## src/common/imc_map.svh

```systemverilog
// Register offsets, field positions and reset values of the interrupt mask block
`ifndef IMC_MAP_SVH
`define IMC_MAP_SVH

// Bus widths
`define IMC_ADDR_W        8
`define IMC_DATA_W        32

// Register byte offsets
`define IMC_OFS_FLAGS     8'h0C
`define IMC_OFS_MASK_SET  8'h10
`define IMC_OFS_MASK_CLR  8'h14

// Field positions, common to flags, set port and clear port
`define IMC_BIT_GATE      31
`define IMC_BIT_OWNER     30
`define IMC_BIT_HUB       6
`define IMC_BIT_WRAP      5
`define IMC_BIT_FATAL     4
`define IMC_BIT_WAKE      3
`define IMC_BIT_FRAME     2
`define IMC_BIT_DONE      1
`define IMC_BIT_OVERRUN   0

// Implemented bits; reserved positions 29 to 7 hold no storage
`define IMC_MASK_BITS     32'hC000007F
`define IMC_EVENT_BITS    32'h4000007F

// Reset values
`define IMC_MASK_RESET    32'h00000000
`define IMC_FLAGS_RESET   32'h00000000
`define IMC_READ_ZERO     32'h00000000

`endif

```

## src/common/imc_pkg.sv

```systemverilog
// Types and shared helper of the interrupt mask block
`include "imc_map.svh"

package imc_pkg;

	// One register bus request
	typedef struct packed {
		logic [`IMC_ADDR_W-1:0] addr;
		logic [`IMC_DATA_W-1:0] wdata;
		logic                   wr;
		logic                   rd;
	} imc_bus_req_type;

	// Event pulses from the controller logic
	typedef struct packed {
		logic owner_change;
		logic hub_port_change;
		logic frame_count_wrap;
		logic fatal_error;
		logic wake_detect;
		logic frame_begin;
		logic done_list_written;
		logic schedule_overflow;
	} imc_event_type;

	// Clear then set, limited to the implemented bits; a set beats a clear
	function automatic logic [`IMC_DATA_W-1:0] imc_apply(
		input logic [`IMC_DATA_W-1:0] cur,
		input logic [`IMC_DATA_W-1:0] set,
		input logic [`IMC_DATA_W-1:0] clr,
		input logic [`IMC_DATA_W-1:0] legal
	);
		imc_apply = ((cur & ~clr) | set) & legal;
	endfunction

endpackage

```

## src/rtl/imc_mask_store.sv

```systemverilog
// Shared interrupt mask storage behind the set port and the clear port
`timescale 1ns/1ps
`include "imc_map.svh"

module imc_mask_store
	import imc_pkg::*;
#(
	parameter int WIDTH = `IMC_DATA_W
) (
	// Clock and reset
	input  wire logic             clock_i,
	input  wire logic             nrst_i,
	// Control
	input  wire logic             soft_reset_i,
	input  wire logic             set_wr_i,
	input  wire logic             clr_wr_i,
	input  wire logic [WIDTH-1:0] wdata_i,
	// Live mask
	output logic      [WIDTH-1:0] mask_o
);

	logic [WIDTH-1:0] set_bits;
	logic [WIDTH-1:0] clr_bits;
	logic [WIDTH-1:0] next_mask;

	// Ones written to a port select bits, zeros leave them alone
	assign set_bits = set_wr_i ? wdata_i : '0;
	assign clr_bits = clr_wr_i ? wdata_i : '0;
	assign next_mask = soft_reset_i ? `IMC_MASK_RESET
	                 : imc_apply(mask_o, set_bits, clr_bits, `IMC_MASK_BITS);

	// Mask register, gate bit starts cleared
	always_ff @(posedge clock_i or negedge nrst_i) begin
		if (!nrst_i) begin
			mask_o <= `IMC_MASK_RESET;
		end else begin
			mask_o <= next_mask;
		end
	end

endmodule

```

## src/rtl/imc_top.sv

```systemverilog
// Interrupt mask block: event flags, mask set and clear ports, interrupt request
// Function
// Clear port bits map one to one onto flag and mask bits.
// Writing one to a clear port bit clears that mask bit.
// Writing zero to a clear port bit leaves that mask bit alone.
// Reading the clear port returns the live mask.
// Clear port is one 32-bit word at byte offset 14h.
// Bit 31 clears the global gate, blocking every interrupt.
// Hardware or software reset leaves the global gate cleared.
// Bit 30 clears the owner change mask bit.
// Bit 6 clears the hub port change mask bit.
// Bit 5 clears the frame count wrap mask bit.
// Bit 4 clears the fatal error mask bit.
// Bit 3 clears the wake detect mask bit.
// Bit 2 clears the frame begin mask bit.
// Bit 1 clears the done list written mask bit.
// Bit 0 clears the schedule overflow mask bit.
// Software writes reserved bits 29 to 7 as zero.
// Interrupt only when flag, its mask bit and the gate are set.
// Set port sets bits written one, sharing storage with clear port.
// A cleared mask bit reads back next and stops interrupts at once.
`timescale 1ns/1ps
`include "imc_map.svh"

module imc_top
	import imc_pkg::*;
(
	// Clock and reset
	input  wire logic                   clock_i,
	input  wire logic                   nrst_i,
	input  wire logic                   soft_reset_i,
	// Register bus
	input  wire imc_bus_req_type        bus_i,
	output logic      [`IMC_DATA_W-1:0] rdata_o,
	// Controller events
	input  wire imc_event_type          event_i,
	// Interrupt and mask view
	output logic                        irq_o,
	output logic      [`IMC_DATA_W-1:0] mask_o
);

	logic                   hit_flags;
	logic                   hit_set;
	logic                   hit_clr;
	logic                   wr_flags;
	logic                   wr_set;
	logic                   wr_clr;
	logic                   rd_any;
	logic [`IMC_DATA_W-1:0] event_word;
	logic [`IMC_DATA_W-1:0] flags;
	logic [`IMC_DATA_W-1:0] next_flags;
	logic [`IMC_DATA_W-1:0] flag_clr;
	logic [`IMC_DATA_W-1:0] mask;
	logic [`IMC_DATA_W-1:0] live_mask;
	logic [`IMC_DATA_W-1:0] read_mux;
	logic [`IMC_DATA_W-1:0] pending;

	// Address decode, one aligned word per register
	assign hit_flags = (bus_i.addr == `IMC_OFS_FLAGS);
	assign hit_set   = (bus_i.addr == `IMC_OFS_MASK_SET);
	assign hit_clr   = (bus_i.addr == `IMC_OFS_MASK_CLR);
	assign wr_flags  = bus_i.wr && hit_flags;
	assign wr_set    = bus_i.wr && hit_set;
	assign wr_clr    = bus_i.wr && hit_clr;
	assign rd_any    = bus_i.rd;

	// Event pulses placed at their flag positions
	always_comb begin
		event_word = '0;
		event_word[`IMC_BIT_OWNER]   = event_i.owner_change;
		event_word[`IMC_BIT_HUB]     = event_i.hub_port_change;
		event_word[`IMC_BIT_WRAP]    = event_i.frame_count_wrap;
		event_word[`IMC_BIT_FATAL]   = event_i.fatal_error;
		event_word[`IMC_BIT_WAKE]    = event_i.wake_detect;
		event_word[`IMC_BIT_FRAME]   = event_i.frame_begin;
		event_word[`IMC_BIT_DONE]    = event_i.done_list_written;
		event_word[`IMC_BIT_OVERRUN] = event_i.schedule_overflow;
	end

	// Sticky flags, write one to clear, a new event beats the clear
	assign flag_clr   = wr_flags ? bus_i.wdata : '0;
	assign next_flags = soft_reset_i ? `IMC_FLAGS_RESET
	                  : imc_apply(flags, event_word, flag_clr, `IMC_EVENT_BITS);

	// Flag register
	always_ff @(posedge clock_i or negedge nrst_i) begin
		if (!nrst_i) begin
			flags <= `IMC_FLAGS_RESET;
		end else begin
			flags <= next_flags;
		end
	end

	// Shared mask behind both ports; reserved bits are dropped, so zero there is harmless
	imc_mask_store #(
		.WIDTH (`IMC_DATA_W)
	) i_imc_mask_store (
		.clock_i      (clock_i),
		.nrst_i       (nrst_i),
		.soft_reset_i (soft_reset_i),
		.set_wr_i     (wr_set),
		.clr_wr_i     (wr_clr),
		.wdata_i      (bus_i.wdata),
		.mask_o       (mask)
	);

	// Each clear port bit knocks out its mask bit in the write cycle itself
	assign live_mask = wr_clr ? (mask & ~bus_i.wdata) : mask;

	// Qualified interrupt: flag, its mask bit and the gate together
	assign pending = flags & live_mask & `IMC_EVENT_BITS;
	assign irq_o   = live_mask[`IMC_BIT_GATE] && (pending != '0);

	// Read mux, both mask ports show the live mask, unmapped reads zero
	assign read_mux = hit_flags ? flags
	                : (hit_set || hit_clr) ? mask
	                : `IMC_READ_ZERO;

	// Read data stands in the cycle after the strobe only
	always_ff @(posedge clock_i or negedge nrst_i) begin
		if (!nrst_i) begin
			rdata_o <= `IMC_READ_ZERO;
		end else begin
			rdata_o <= rd_any ? read_mux : `IMC_READ_ZERO;
		end
	end

	// Mask view for the rest of the controller
	assign mask_o = mask;
endmodule
```

## config.mk

```make
export PLATFORM = sky130hd
export DESIGN_NAME = imc_top
export DESIGN_NICKNAME = d
export VERILOG_FILES = /design/src/common/imc_pkg.sv /design/src/rtl/imc_mask_store.sv /design/src/rtl/imc_top.sv
export VERILOG_INCLUDE_DIRS = /design/src /design/src/common
export SDC_FILE = /design/constraint.sdc
export NUM_CORES = 1
export LEC_CHECK = 0
export BUFFER_PORTS_ARGS = -buffer_cell sky130_fd_sc_hd__buf_2
export CAP_MARGIN = 20
export CORE_ASPECT_RATIO = 2
export CORE_MARGIN = 2
export CORE_UTILIZATION = 30
export DETAILED_ROUTE_END_ITERATION = 10
export HOLD_SLACK_MARGIN = 0.06
export MAX_ROUTING_LAYER = met4
export PLACE_DENSITY_LB_ADDON = 0.1
export SLEW_MARGIN = 10
export SYNTH_ARGS = -nofsm -noshare
export SYNTH_HDL_FRONTEND = slang
export SYNTH_HIERARCHICAL = 1
export SYNTH_SLANG_ARGS = --single-unit
```

## constraint.sdc

```tcl
create_clock -name clock_i -period 1.05 [get_ports clock_i]
set_input_delay 0.1575 -clock clock_i [delete_from_list [all_inputs] [get_ports clock_i]]
set_output_delay 0.1575 -clock clock_i [all_outputs]
set_load 0.005 [all_outputs]
```

==> results.rst, run 1 <==
.. list-table::
   :header-rows: 1

   * - Metric
     - Value
   * - Grt total ovfl
     - 0
   * - Die outline width
     - 65.22 um
   * - Vias after detailed routing
     - 1790
   * - Cell count after synthesis
     - 199
   * - EDFF count, synth
     - 0
   * - Initial antenna violation count
     - 0
   * - Hold crit path type
     - in -> reg
   * - Crit path capture
     - irq_o
   * - Data arrival time of the worst path
     - 1.33 ns
   * - Final standard cell area without fillers
     - 3378 um^2
   * - Skew-Pair Late Insertion Delay
     - 0.29 ns
   * - Starting Density
     - 0.3094
   * - Placed inst area
     - 2895 um^2
   * - Post-detailed-routing wire length
     - 5837 um
   * - Top cells by area, synth
     - dfrtp_1 (55%), buf_4 (7.7%), and2_1 (5.6%)
   * - FF-to-FF setup slack
     - 0.05 ns
   * - Power Dens Cells
     - 1277 nW/um^2
   * - Worst setup path startpoint
     - i_imc_mask_store/mask_o[30]$_DFF_PN0_
   * - Clock tree from TritonCTS
     - built
   * - GPL Wtd Cong
     - 0.8020
   * - Critical path fanouts, max
     - 2
   * - Final clock period utilization by the worst path
     - 1.418
   * - Die ar.
     - 8245 um^2
   * - Number of CTS-inserted buffers
     - 5
   * - Startpoint Class
     - flip-flop
   * - Non-Filler Instances
     - 411
   * - Origin of the critical flop-to-flop path
     - i_imc_mask_store/mask_o[3]$_DFF_PN0_
   * - Hold Crit Start
     - bus_i[33]
   * - Clock slew seen by the registers of the worst setup and hold paths
     - 0.07 ns
   * - Buffer depth of the longest clock path
     - 2
   * - Diode insertion count for antenna repair
     - 0
   * - Layout cells sized above 1
     - 0.5141
   * - Largest area contributor in the netlist
     - dfrtp_1
   * - Avg WL per Cell
     - 14.20 um
   * - Fmax
     - 671.5 MHz
   * - Cell-internal power
     - 3.426 mW
   * - Top_reg_cell synth
     - dfrtp_1
   * - Number of max-cap violations
     - 0
   * - Post-detailed-route DRC marker count
     - 0
   * - Number of filler instances in the final layout
     - 747
   * - FF/Latch Area
     - 1226 um^2
   * - RSZ-0062 raised after global routing
     - yes
   * - Fin Hold WS
     - 0.1298 ns
   * - Minimum clock period after layout
     - 1.489 ns
   * - Net switching power figure
     - 0.8872 mW
   * - First-pass GRT wire length
     - 9266 um
   * - Number of placement rows
     - 44
   * - DRT Pass-1 Iters
     - 4
   * - Setup skew after layout
     - 0.005473 ns
   * - # placed instances
     - 391
   * - Die height
     - 126.4 um
   * - Boundary pin count
     - 118
   * - Maximum VDD drop
     - 0.9425 mV
   * - Slew Viols, Final
     - 0
   * - Total of buffers placed on input and output ports
     - 71
   * - Post-detail-place hpwl
     - 4296 um
   * - Yosys warns
     - 6
   * - Portion of total power attributed to combinational logic
     - 0.078
   * - Sort of element at the end of the critical path
     - output pin
   * - Share of the synthesized area in the top cell type
     - 0.5454
   * - Number of library cell types mapped by synthesis
     - 33
   * - Area Overhead vs Synth
     - 50.25%
   * - Run status
     - complete, but fails checks
   * - Leakage
     - 1.810 nW
   * - Share of async-settable or async-resettable flops after synthesis
     - 1.000
   * - Most instantiated cells after synthesis
     - dfrtp_1 (49), buf_4 (23), and2_1 (20), nand2_1 (19), nor2_1 (13)
   * - Share of total power in the clock network
     - 0.476
   * - Mapped cell area
     - 2248 um^2
   * - Final hold violation count
     - 0
   * - Total Routing Usage GR
     - 0.1524
   * - Critical path class
     - reg -> out
   * - Clock Sinks
     - 49
   * - DR iter-0 viols
     - 87
   * - Register area share after synthesis
     - 0.5454
   * - Detailed-route vias per instance
     - 4.355
   * - Total number of nets in the final design
     - 371
   * - Via count of the first global-routing pass
     - 1916
   * - Final setup margin
     - -0.4392 ns
   * - Avg Cell Area, Syn
     - 11.30 um^2
   * - Residual antenna-violating net count after detailed routing
     - 0
   * - Number of synthesized register bits
     - 49
   * - Failing checks
     - negative setup slack
   * - Length in cells of the worst reg-to-reg path
     - 4
   * - Clock root buffer
     - clkbuf_16
   * - Most common cell in the synthesized netlist
     - dfrtp_1
   * - Final setup violation count
     - 9
   * - Area of the core region
     - 7267 um^2
   * - Number of H-tree branching levels
     - 2
   * - Area used by multi-input combinational logic
     - 957.2 um^2
   * - Terminus of the critical flop-to-flop path
     - i_imc_mask_store/mask_o[3]$_DFF_PN0_
   * - Switching part of the total
     - 0.2057
   * - Required @ worst endpoint
     - 0.89 ns
   * - Reg power frac
     - 0.446
   * - Largest net degree at the start of global routing
     - 50
[power groups by stage]
| stage | combinational, mW | clock, mW | sequential (mW) |
|---|---|---|---|
| finish | 0.338 | 2.05 | 1.92 |
| global route | 0.377 | 2.20 | 1.92 |
| CTS | 0.313 | 2.13 | 1.92 |
| detailed placement | 0.303 | 0 | 1.96 |
| global placement | 0.301 | 0 | 1.96 |
| floorplan | 0.142 | 0 | 1.96 |
[how the worst min path moves through the flow]
stage / to / depth (start not counted)
final: i_imc_mask_store/mask_o[31]$_DFF_PN0_ / 3
after floorplan: flags[0]$_DFF_PN0_ / 0
after detailed placement: rdata_o[4]$_DFF_PN0_ / 2
after global routing: i_imc_mask_store/mask_o[31]$_DFF_PN0_ / 3
after CTS: flags[0]$_DFF_PN0_ / 3
after global placement: rdata_o[5]$_DFF_PN0_ / 2
[registers in the layout, summed over array words and instances, names as in the netlist]
register,count
rdata_o,32
i_imc_mask_store/mask_o,9
flags,8
[cell families (layout without fill, tap and decap cells)]
family	Yosys count	in the layout	share of synthesized area
simple gates	87	87	0.2332
other cells	1	23	0.001668
buf+inv	32	130	0.1063
flops	49	49	0.5454
compound gates	30	30	0.1135
[repair_timing]
item,4_1_cts,5_1_grt
endpoints found under the hold margin,49,0
gates cloned,0,1
gates resized for setup,13,34
pin swaps,3,14
setup endpoints to repair,9,26
buffers inserted,4,8
hold buffers,1,0
[layer usage]
| metal | vias to the layer above | routed length [um] | global-route usage |
|---|---|---|---|
| met1 | 854 | 2144 | 0.1690 |
| met4 | 0 | 116 | 0.06250 |
| met5 | - | 0 | - |
| li1 | 868 | - | - |
| met2 | 62 | 3278 | 0.2689 |
| met3 | 6 | 297 | 0.01950 |
[layout make-up]
type,count,area share
repair buffers,121,0.2622
multi-input cells,140,0.2833
clock buffers,5,0.03704
clock inverters,3,0.01926
inverters,1,0.001111
flip-flops and latches,49,0.3630
well taps,92,0.03407
[worst max-delay path, cell delays in order (launching register included)]
cell,delay [ns]
dfrtp_1,0.39
nand2_1,0.12
o22ai_1,0.13
nor3_2,0.19
o32ai_2,0.09
buf_2,0.13
[stage by stage]
step | setup WS, ns | setup TNS (ns) | utilization | power, mW
after floorplan | -0.1447 | -1.289 | - | 2.104
after global placement | -0.3072 | -5.261 | 0.3984 | 2.259
after detailed placement | -0.3389 | -5.849 | 0.3984 | 2.262
after CTS | -0.4902 | -0.9252 | 0.4380 | 4.361
after global routing | -0.5143 | -1.614 | 0.4649 | 4.503
final | -0.4392 | -0.8012 | 0.4649 | 4.313
[cells in the final DEF, fill, tap and decap left out, drive strengths merged]
| cell type | Yosys | final |
|---|---|---|
| buf | 29 | 120 |
| dfrtp | 49 | 49 |
| and2 | 24 | 24 |
| conb | 1 | 23 |
| nand2 | 19 | 19 |
| nor2 | 13 | 13 |
| nor3 | 11 | 11 |
| a21oi | 10 | 10 |
| a21bo | 9 | 9 |
| and4b | 8 | 8 |
| a22o | 7 | 7 |
| clkbuf | 2 | 5 |
| nand3b | 3 | 3 |
| and3 | 2 | 2 |
| nand4 | 2 | 2 |
| o22ai | 2 | 2 |
| bufinv | 0 | 2 |
| nand3 | 1 | 1 |
| and2b | 1 | 1 |
| nor2b | 1 | 1 |
| nor3b | 1 | 1 |
| inv | 1 | 1 |
| o2111ai | 1 | 1 |
| nand2b | 1 | 1 |
| o32ai | 1 | 1 |
| clkinv | 0 | 1 |
| dlygate4sd3 | 0 | 1 |
No activity file was read; power rests on OpenSTA's default activity.
==> run 2, diff against run 1 <==
- TNS_END_PERCENT: unset -> 1
==> results.rst, run 2 (synthesis gave the netlist of run 1 again) <==
.. list-table::
   :header-rows: 1

   * - Metric
     - Value
   * - Number of H-tree branching levels
     - 2 (unchanged)
   * - Hold crit path type
     - in -> reg
   * - DR iter-0 viols
     - 62 (-29%)
   * - Detailed-route vias per instance
     - 4.423 (+1.6%)
   * - Startpoint Class
     - flip-flop
   * - Grt total ovfl
     - 0 (unchanged)
   * - Die outline width
     - 65.22 um (unchanged)
   * - Fmax
     - 664.8 MHz (-0.99%)
   * - Final setup margin
     - -0.4541 ns (-0.01496 ns)
   * - Reg with most FFs
     - rdata_o
   * - Critical path fanouts, max
     - 4 (+2)
   * - Buffer depth of the longest clock path
     - 2 (unchanged)
   * - Area of the core region
     - 7267 um^2 (unchanged)
   * - RSZ-0062 raised after global routing
     - yes
   * - Required @ worst endpoint
     - 0.89 ns (about the same)
   * - # placed instances
     - 392 (+0.26%)
   * - Clock slew seen by the registers of the worst setup and hold paths
     - 0.07 ns (about the same)
   * - Data arrival time of the worst path
     - 1.35 ns (+0.02 ns)
   * - Non-Filler Instances
     - 402 (-2.2%)
   * - Power Dens Cells
     - 1290 nW/um^2 (+1.1%)
   * - Sort of element at the end of the critical path
     - output pin
   * - Final setup violation count
     - 9 (unchanged)
   * - Chain of cells forming the critical path
     - buf_6 > nand2_1 > nand4_1 > nor2_1 > o32ai_2 > buf_2
   * - Largest register FFs
     - 32 (unchanged)
   * - Largest net degree at the start of global routing
     - 22 (-56%)
   * - Total number of nets in the final design
     - 362 (-2.4%)
   * - Minimum clock period after layout
     - 1.504 ns (+0.01496 ns)
   * - DRT Pass-1 Iters
     - 4 (unchanged)
   * - Fin Hold WS
     - 0.1232 ns (-0.006521 ns)
   * - Initial antenna violation count
     - 0 (unchanged)
   * - Number of max-cap violations
     - 0 (unchanged)
   * - Post-detailed-routing wire length
     - 5651 um (-3.2%)
   * - Vias after detailed routing
     - 1778 (-0.67%)
   * - Number of placement rows
     - 44 (unchanged)
   * - Failing checks
     - negative setup slack
   * - Clock Sinks
     - 49 (unchanged)
   * - Peak per-stage delay on the critical path
     - 0.40 ns (about the same)
   * - Skew-Pair Late Insertion Delay
     - 0.29 ns (about the same)
   * - Slew Viols, Final
     - 0 (unchanged)
   * - Dominant delay contributor by cell family on the critical path
     - flip-flops
   * - Hold Crit Start
     - event_i[0]
   * - Layout cells sized above 1
     - 0.4581 (-0.05604)
   * - Via count of the first global-routing pass
     - 1873 (-2.2%)
   * - Maximum VDD drop
     - 1.140 mV (+21%)
   * - Starting Density
     - 0.3094 (unchanged)
   * - Total Routing Usage GR
     - 0.1518 (-0.0005762)
   * - Area Overhead vs Synth
     - 41.85%
   * - Worst setup path startpoint
     - i_imc_mask_store/mask_o[6]$_DFF_PN0_
   * - Diode insertion count for antenna repair
     - 0 (unchanged)
   * - GPL Wtd Cong
     - 0.7975 (-0.56%)
   * - Most common library cell in the layout ignoring fill and taps
     - buf_2
   * - Number of CTS-inserted buffers
     - 5 (unchanged)
   * - Clock root buffer
     - clkbuf_16
   * - Crit-path slowest cell
     - dfrtp_1
   * - Most frequent cells in the layout
     - buf_2 (64), dfrtp_1 (49), buf_4 (28)
   * - Setup skew after layout
     - 0.007510 ns (+0.002036 ns)
   * - Worst path bufs/invs
     - 2 (+1)
   * - Final hold violation count
     - 0 (unchanged)
   * - Die height
     - 126.4 um (unchanged)
   * - Residual antenna-violating net count after detailed routing
     - 0 (unchanged)
   * - Number of filler instances in the final layout
     - 744 (-0.40%)
   * - Post-detail-place hpwl
     - 4433 um (+3.2%)
   * - Origin of the critical flop-to-flop path
     - i_imc_mask_store/mask_o[4]$_DFF_PN0_
   * - Leakage
     - 1.714 nW (-5.3%)
   * - Total of buffers placed on input and output ports
     - 71 (unchanged)
   * - First-pass GRT wire length
     - 9177 um (-0.96%)
   * - Top flop regs
     - rdata_o: 32 flops, i_imc_mask_store/mask_o: 9 flops, flags: 8 flops
   * - Run status
     - complete, but fails checks
   * - Final clock period utilization by the worst path
     - 1.433 (+0.01425)
   * - Critical path class
     - reg -> out
   * - Post-detailed-route DRC marker count
     - 0 (unchanged)
   * - Pre-CTS WS
     - -0.3162 ns (+0.02267 ns)
   * - Clock tree from TritonCTS
     - built
   * - Avg WL per Cell
     - 14.06 um (-1.0%)
   * - Boundary pin count
     - 118 (unchanged)
   * - Die ar.
     - 8245 um^2 (unchanged)
-- run 2: metal layers --
metal  track usage  wire (um)  vias up
li1              -          -      852
met1        0.1587       2053      844
met2        0.2659       3125       70
met3       0.03457        324       12
met4       0.06618        148        0
met5             -          0        -
-- run 2: path summary, 6_finish.rpt --
check	end	slack, ns	cells after the start
worst min-delay path	flags[0]$_DFF_PN0_	0.12	3
worst max register to register	i_imc_mask_store/mask_o[4]$_DFF_PN0_	0.06	4
min in group asynchronous	rdata_o[5]$_DFF_PN0_	0.27	2
worst max-delay path	irq_o	-0.45	6
worst min register to register	rdata_o[1]$_DFF_PN0_	0.60	2
max in group asynchronous	rdata_o[19]$_DFF_PN0_	0.37	3
-- run 2: metrics by stage --
stage                     instance area, um^2  utilization  power (mW)  setup TNS (ns)
after global routing                     3189       0.4389       4.299          -1.162
after detailed placement                 2903       0.3994       2.263          -5.970
after global placement                   2903       0.3994       2.263          -5.605
after CTS                                3159       0.4347       4.180         -0.8121
final                                    3189       0.4389       4.116         -0.7968
after floorplan                          2344            -       2.104          -1.325
-- run 2: cell type report --
cell class                 count  area, um^2  share of cell area
tap                           92       115.1             0.03609
clock buffer                   7       142.6             0.04472
clock inverter                 1       30.03            0.009415
sequential                    49        1226              0.3845
timing repair buffer         112       780.7              0.2448
multi-input combinational    140       890.9              0.2793
inverter                       1       3.754            0.001177
-- run 2: worst min-delay path, stage by stage --
cell and delay [ns]:
buf_2 0.10, nor2_1 0.07, nor3_1 0.05
-- run 2: power by group --
| group | internal, mW | switching, mW |
|---|---|---|
| Sequential | 1.91 | 0.0120 |
| Clock | 1.19 | 0.693 |
| Combinational | 0.139 | 0.170 |
| Total | 3.24 | 0.875 |
-- run 2: repair_timing --
item,CTS,global route
endpoints found under the hold margin,49,0
resized for setup,15,6
pin swaps,2,1
endpoints found under the setup margin,9,17
setup buffers,0,1
hold buffers,1,0
==> run 3, diff against run 2 <==
- RECOVER_POWER: unset -> 100
==> results.rst, run 3 (synthesis gave the netlist of run 1 again) <==
.. list-table::
   :header-rows: 1

   * - Metric
     - Value
   * - Run status
     - complete, but fails checks
   * - Failing checks
     - negative setup slack
   * - Maximum VDD drop
     - 1.139 mV (about the same)
   * - Die ar.
     - 8245 um^2 (unchanged)
   * - Number of H-tree branching levels
     - 2 (unchanged)
   * - Busiest layer in global routing
     - met2
   * - Relative max-transition margin
     - 0.5451
   * - WHS Endpoint
     - flags[0]$_DFF_PN0_
   * - Leakage
     - 1.637 nW (-4.5%)
   * - Pre-CTS WS
     - -0.3162 ns (unchanged)
   * - Data arrival time of the worst path
     - 1.35 ns (about the same)
   * - Critical path fanouts, max
     - 4 (unchanged)
   * - Die height
     - 126.4 um (unchanged)
   * - Starting Density
     - 0.3094 (unchanged)
   * - Grt total ovfl
     - 0 (unchanged)
   * - Clock root buffer
     - clkbuf_16
   * - Minimum clock period after layout
     - 1.504 ns (-0.0004140 ns)
   * - Clock tree from TritonCTS
     - built
   * - Final core area utilization
     - 0.4349 (-0.003960)
   * - Boundary pin count
     - 118 (unchanged)
   * - Origin of the critical flop-to-flop path
     - i_imc_mask_store/mask_o[4]$_DFF_PN0_
   * - Met2 Usage GRT
     - 0.2659 (unchanged)
   * - Area of the core region
     - 7267 um^2 (unchanged)
   * - M1 GR Usage
     - 0.1587 (unchanged)
   * - Skew-Pair Late Insertion Delay
     - 0.29 ns (about the same)
   * - Post-detailed-routing wire length
     - 5655 um (about the same)
   * - Residual antenna-violating net count after detailed routing
     - 0 (unchanged)
   * - Sum of negative setup slack
     - -0.7974 ns (-0.0006010 ns)
   * - Die outline width
     - 65.22 um (unchanged)
   * - RSZ-0062 raised after global routing
     - yes
   * - DRT Pass-1 Iters
     - 4 (unchanged)
   * - Most frequent cells in the layout
     - dfrtp_1 (49), buf_2 (46), buf_4 (24)
   * - Number of placement rows
     - 44 (unchanged)
   * - Total number of nets in the final design
     - 362 (unchanged)
   * - Final clock period utilization by the worst path
     - 1.432 (about the same)
   * - Fin Hold WS
     - 0.1232 ns (-0.00005600 ns)
   * - Hold Crit Start
     - event_i[0]
   * - GPL Wtd Cong
     - 0.7975 (unchanged)
   * - Layout cells sized above 1
     - 0.4032 (-0.05484)
   * - Fmax
     - 665.0 MHz (about the same)
   * - Number of CTS-inserted buffers
     - 5 (unchanged)
   * - Vias after detailed routing
     - 1764 (-0.79%)
   * - Sort of element at the end of the critical path
     - output pin
   * - Top flop regs
     - rdata_o: 32 flops, i_imc_mask_store/mask_o: 9 flops, flags: 8 flops
   * - Terminus of the critical flop-to-flop path
     - i_imc_mask_store/mask_o[4]$_DFF_PN0_
   * - Slew Viols, Final
     - 0 (unchanged)
   * - Final setup margin
     - -0.4537 ns (+0.0004140 ns)
   * - Required @ worst endpoint
     - 0.89 ns (about the same)
   * - Power Dens Cells
     - 1302 nW/um^2 (+0.86%)
   * - Diode insertion count for antenna repair
     - 0 (unchanged)
   * - Area Overhead vs Synth
     - 40.57%
   * - WHS Path Cells
     - 3 (unchanged)
   * - Most common library cell in the layout ignoring fill and taps
     - dfrtp_1
   * - Final hold violation count
     - 0 (unchanged)
   * - Avg WL per Cell
     - 14.07 um (about the same)
   * - Largest register FFs
     - 32 (unchanged)
   * - Post-detail-place hpwl
     - 4433 um (unchanged)
   * - Clock Sinks
     - 49 (unchanged)
   * - Total Routing Usage GR
     - 0.1518 (unchanged)
   * - Largest net degree at the start of global routing
     - 22 (unchanged)
   * - FF-to-FF setup slack
     - 0.06 ns (about the same)
   * - First-pass GRT wire length
     - 9177 um (unchanged)
   * - Post-detailed-route DRC marker count
     - 0 (unchanged)
   * - Detailed-route vias per instance
     - 4.388 (-0.79%)
   * - Number of max-cap violations
     - 0 (unchanged)
   * - Initial antenna violation count
     - 0 (unchanged)
   * - Final setup violation count
     - 9 (unchanged)
   * - Clock slew seen by the registers of the worst setup and hold paths
     - 0.07 ns (about the same)
   * - Buffer depth of the longest clock path
     - 2 (unchanged)
   * - DR iter-0 viols
     - 59 (-4.8%)
   * - Reg with most FFs
     - rdata_o
   * - Total power after layout
     - 4.114 mW (about the same)
   * - Startpoint Class
     - flip-flop
   * - Critical path class
     - reg -> out
   * - Met3 layer usage reported by global route
     - 0.03457 (unchanged)
   * - Setup skew after layout
     - 0.007467 ns (-0.00004288 ns)
   * - Length in cells of the worst reg-to-reg path
     - 4 (unchanged)
   * - Hold crit path type
     - in -> reg
   * - Total of buffers placed on input and output ports
     - 71 (unchanged)
   * - Worst-Margin Slew
     - 0.6824 ns
   * - Via count of the first global-routing pass
     - 1873 (unchanged)
[run 3: changes by cell type in the layout (fill, tap and decap cells not counted), sizes merged]
cell    previous run  this run
buf              111        90
clkbuf             7        28
[run 3: worst max path at each step]
stage | startpoint | to | slack (ns) | depth (start not counted)
global route | i_imc_mask_store/mask_o[4]$_DFF_PN0_ | irq_o | -0.54 | 6
floorplan | bus_i[40] | i_imc_mask_store/mask_o[4]$_DFF_PN0_ | -0.14 | 7
detailed placement | bus_i[40] | irq_o | -0.32 | 6
finish | i_imc_mask_store/mask_o[6]$_DFF_PN0_ | irq_o | -0.45 | 6
CTS | flags[4]$_DFF_PN0_ | irq_o | -0.49 | 6
global placement | bus_i[40] | irq_o | -0.29 | 6
[run 3: worst max-delay path, cell delays in order (launching register included)]
cell     delay [ns]
dfrtp_1        0.40
buf_6          0.13
nand2_1        0.06
nand4_1        0.10
nor2_1         0.14
o32ai_2        0.09
buf_2          0.13
[run 3: metal layers]
layer | share of wire | vias up
li1 | - | 852
met3 | 0.057 | 12
met1 | 0.37 | 832
met2 | 0.55 | 68
met4 | 0.026 | 0
met5 | 0 | -
[run 3: what timing repair did]
item | 4_1_cts | 5_1_grt
hold buffers | 1 | 0
gates resized for setup | 15 | 6
gates cloned | 0 | 0
pin swaps | 2 | 1
setup endpoints to repair | 9 | 17
setup buffers | 0 | 1
hold endpoints to repair | 49 | 0
[run 3: layout make-up]
cell class                 instances  area [um^2]
timing repair buffer             112        757.0
inverter                           1        3.754
clock buffer                       7        142.6
multi-input combinational        140        885.9
clock inverter                     1        30.03
fill                             754         4106
tap                               92        115.1
sequential                        49         1226
[run 3: metrics by stage]
stage                     instances  cell area [um^2]
after CTS                       401              3159
final                           402              3161
after global routing            402              3161
after global placement          392              2903
after detailed placement        392              2903
after floorplan                 221              2344
[run 3: report_power, final]
part | switching [mW] | internal (mW)
registers | 0.0120 | 1.91
logic | 0.170 | 0.137
clock network | 0.693 | 1.19
total | 0.875 | 3.24
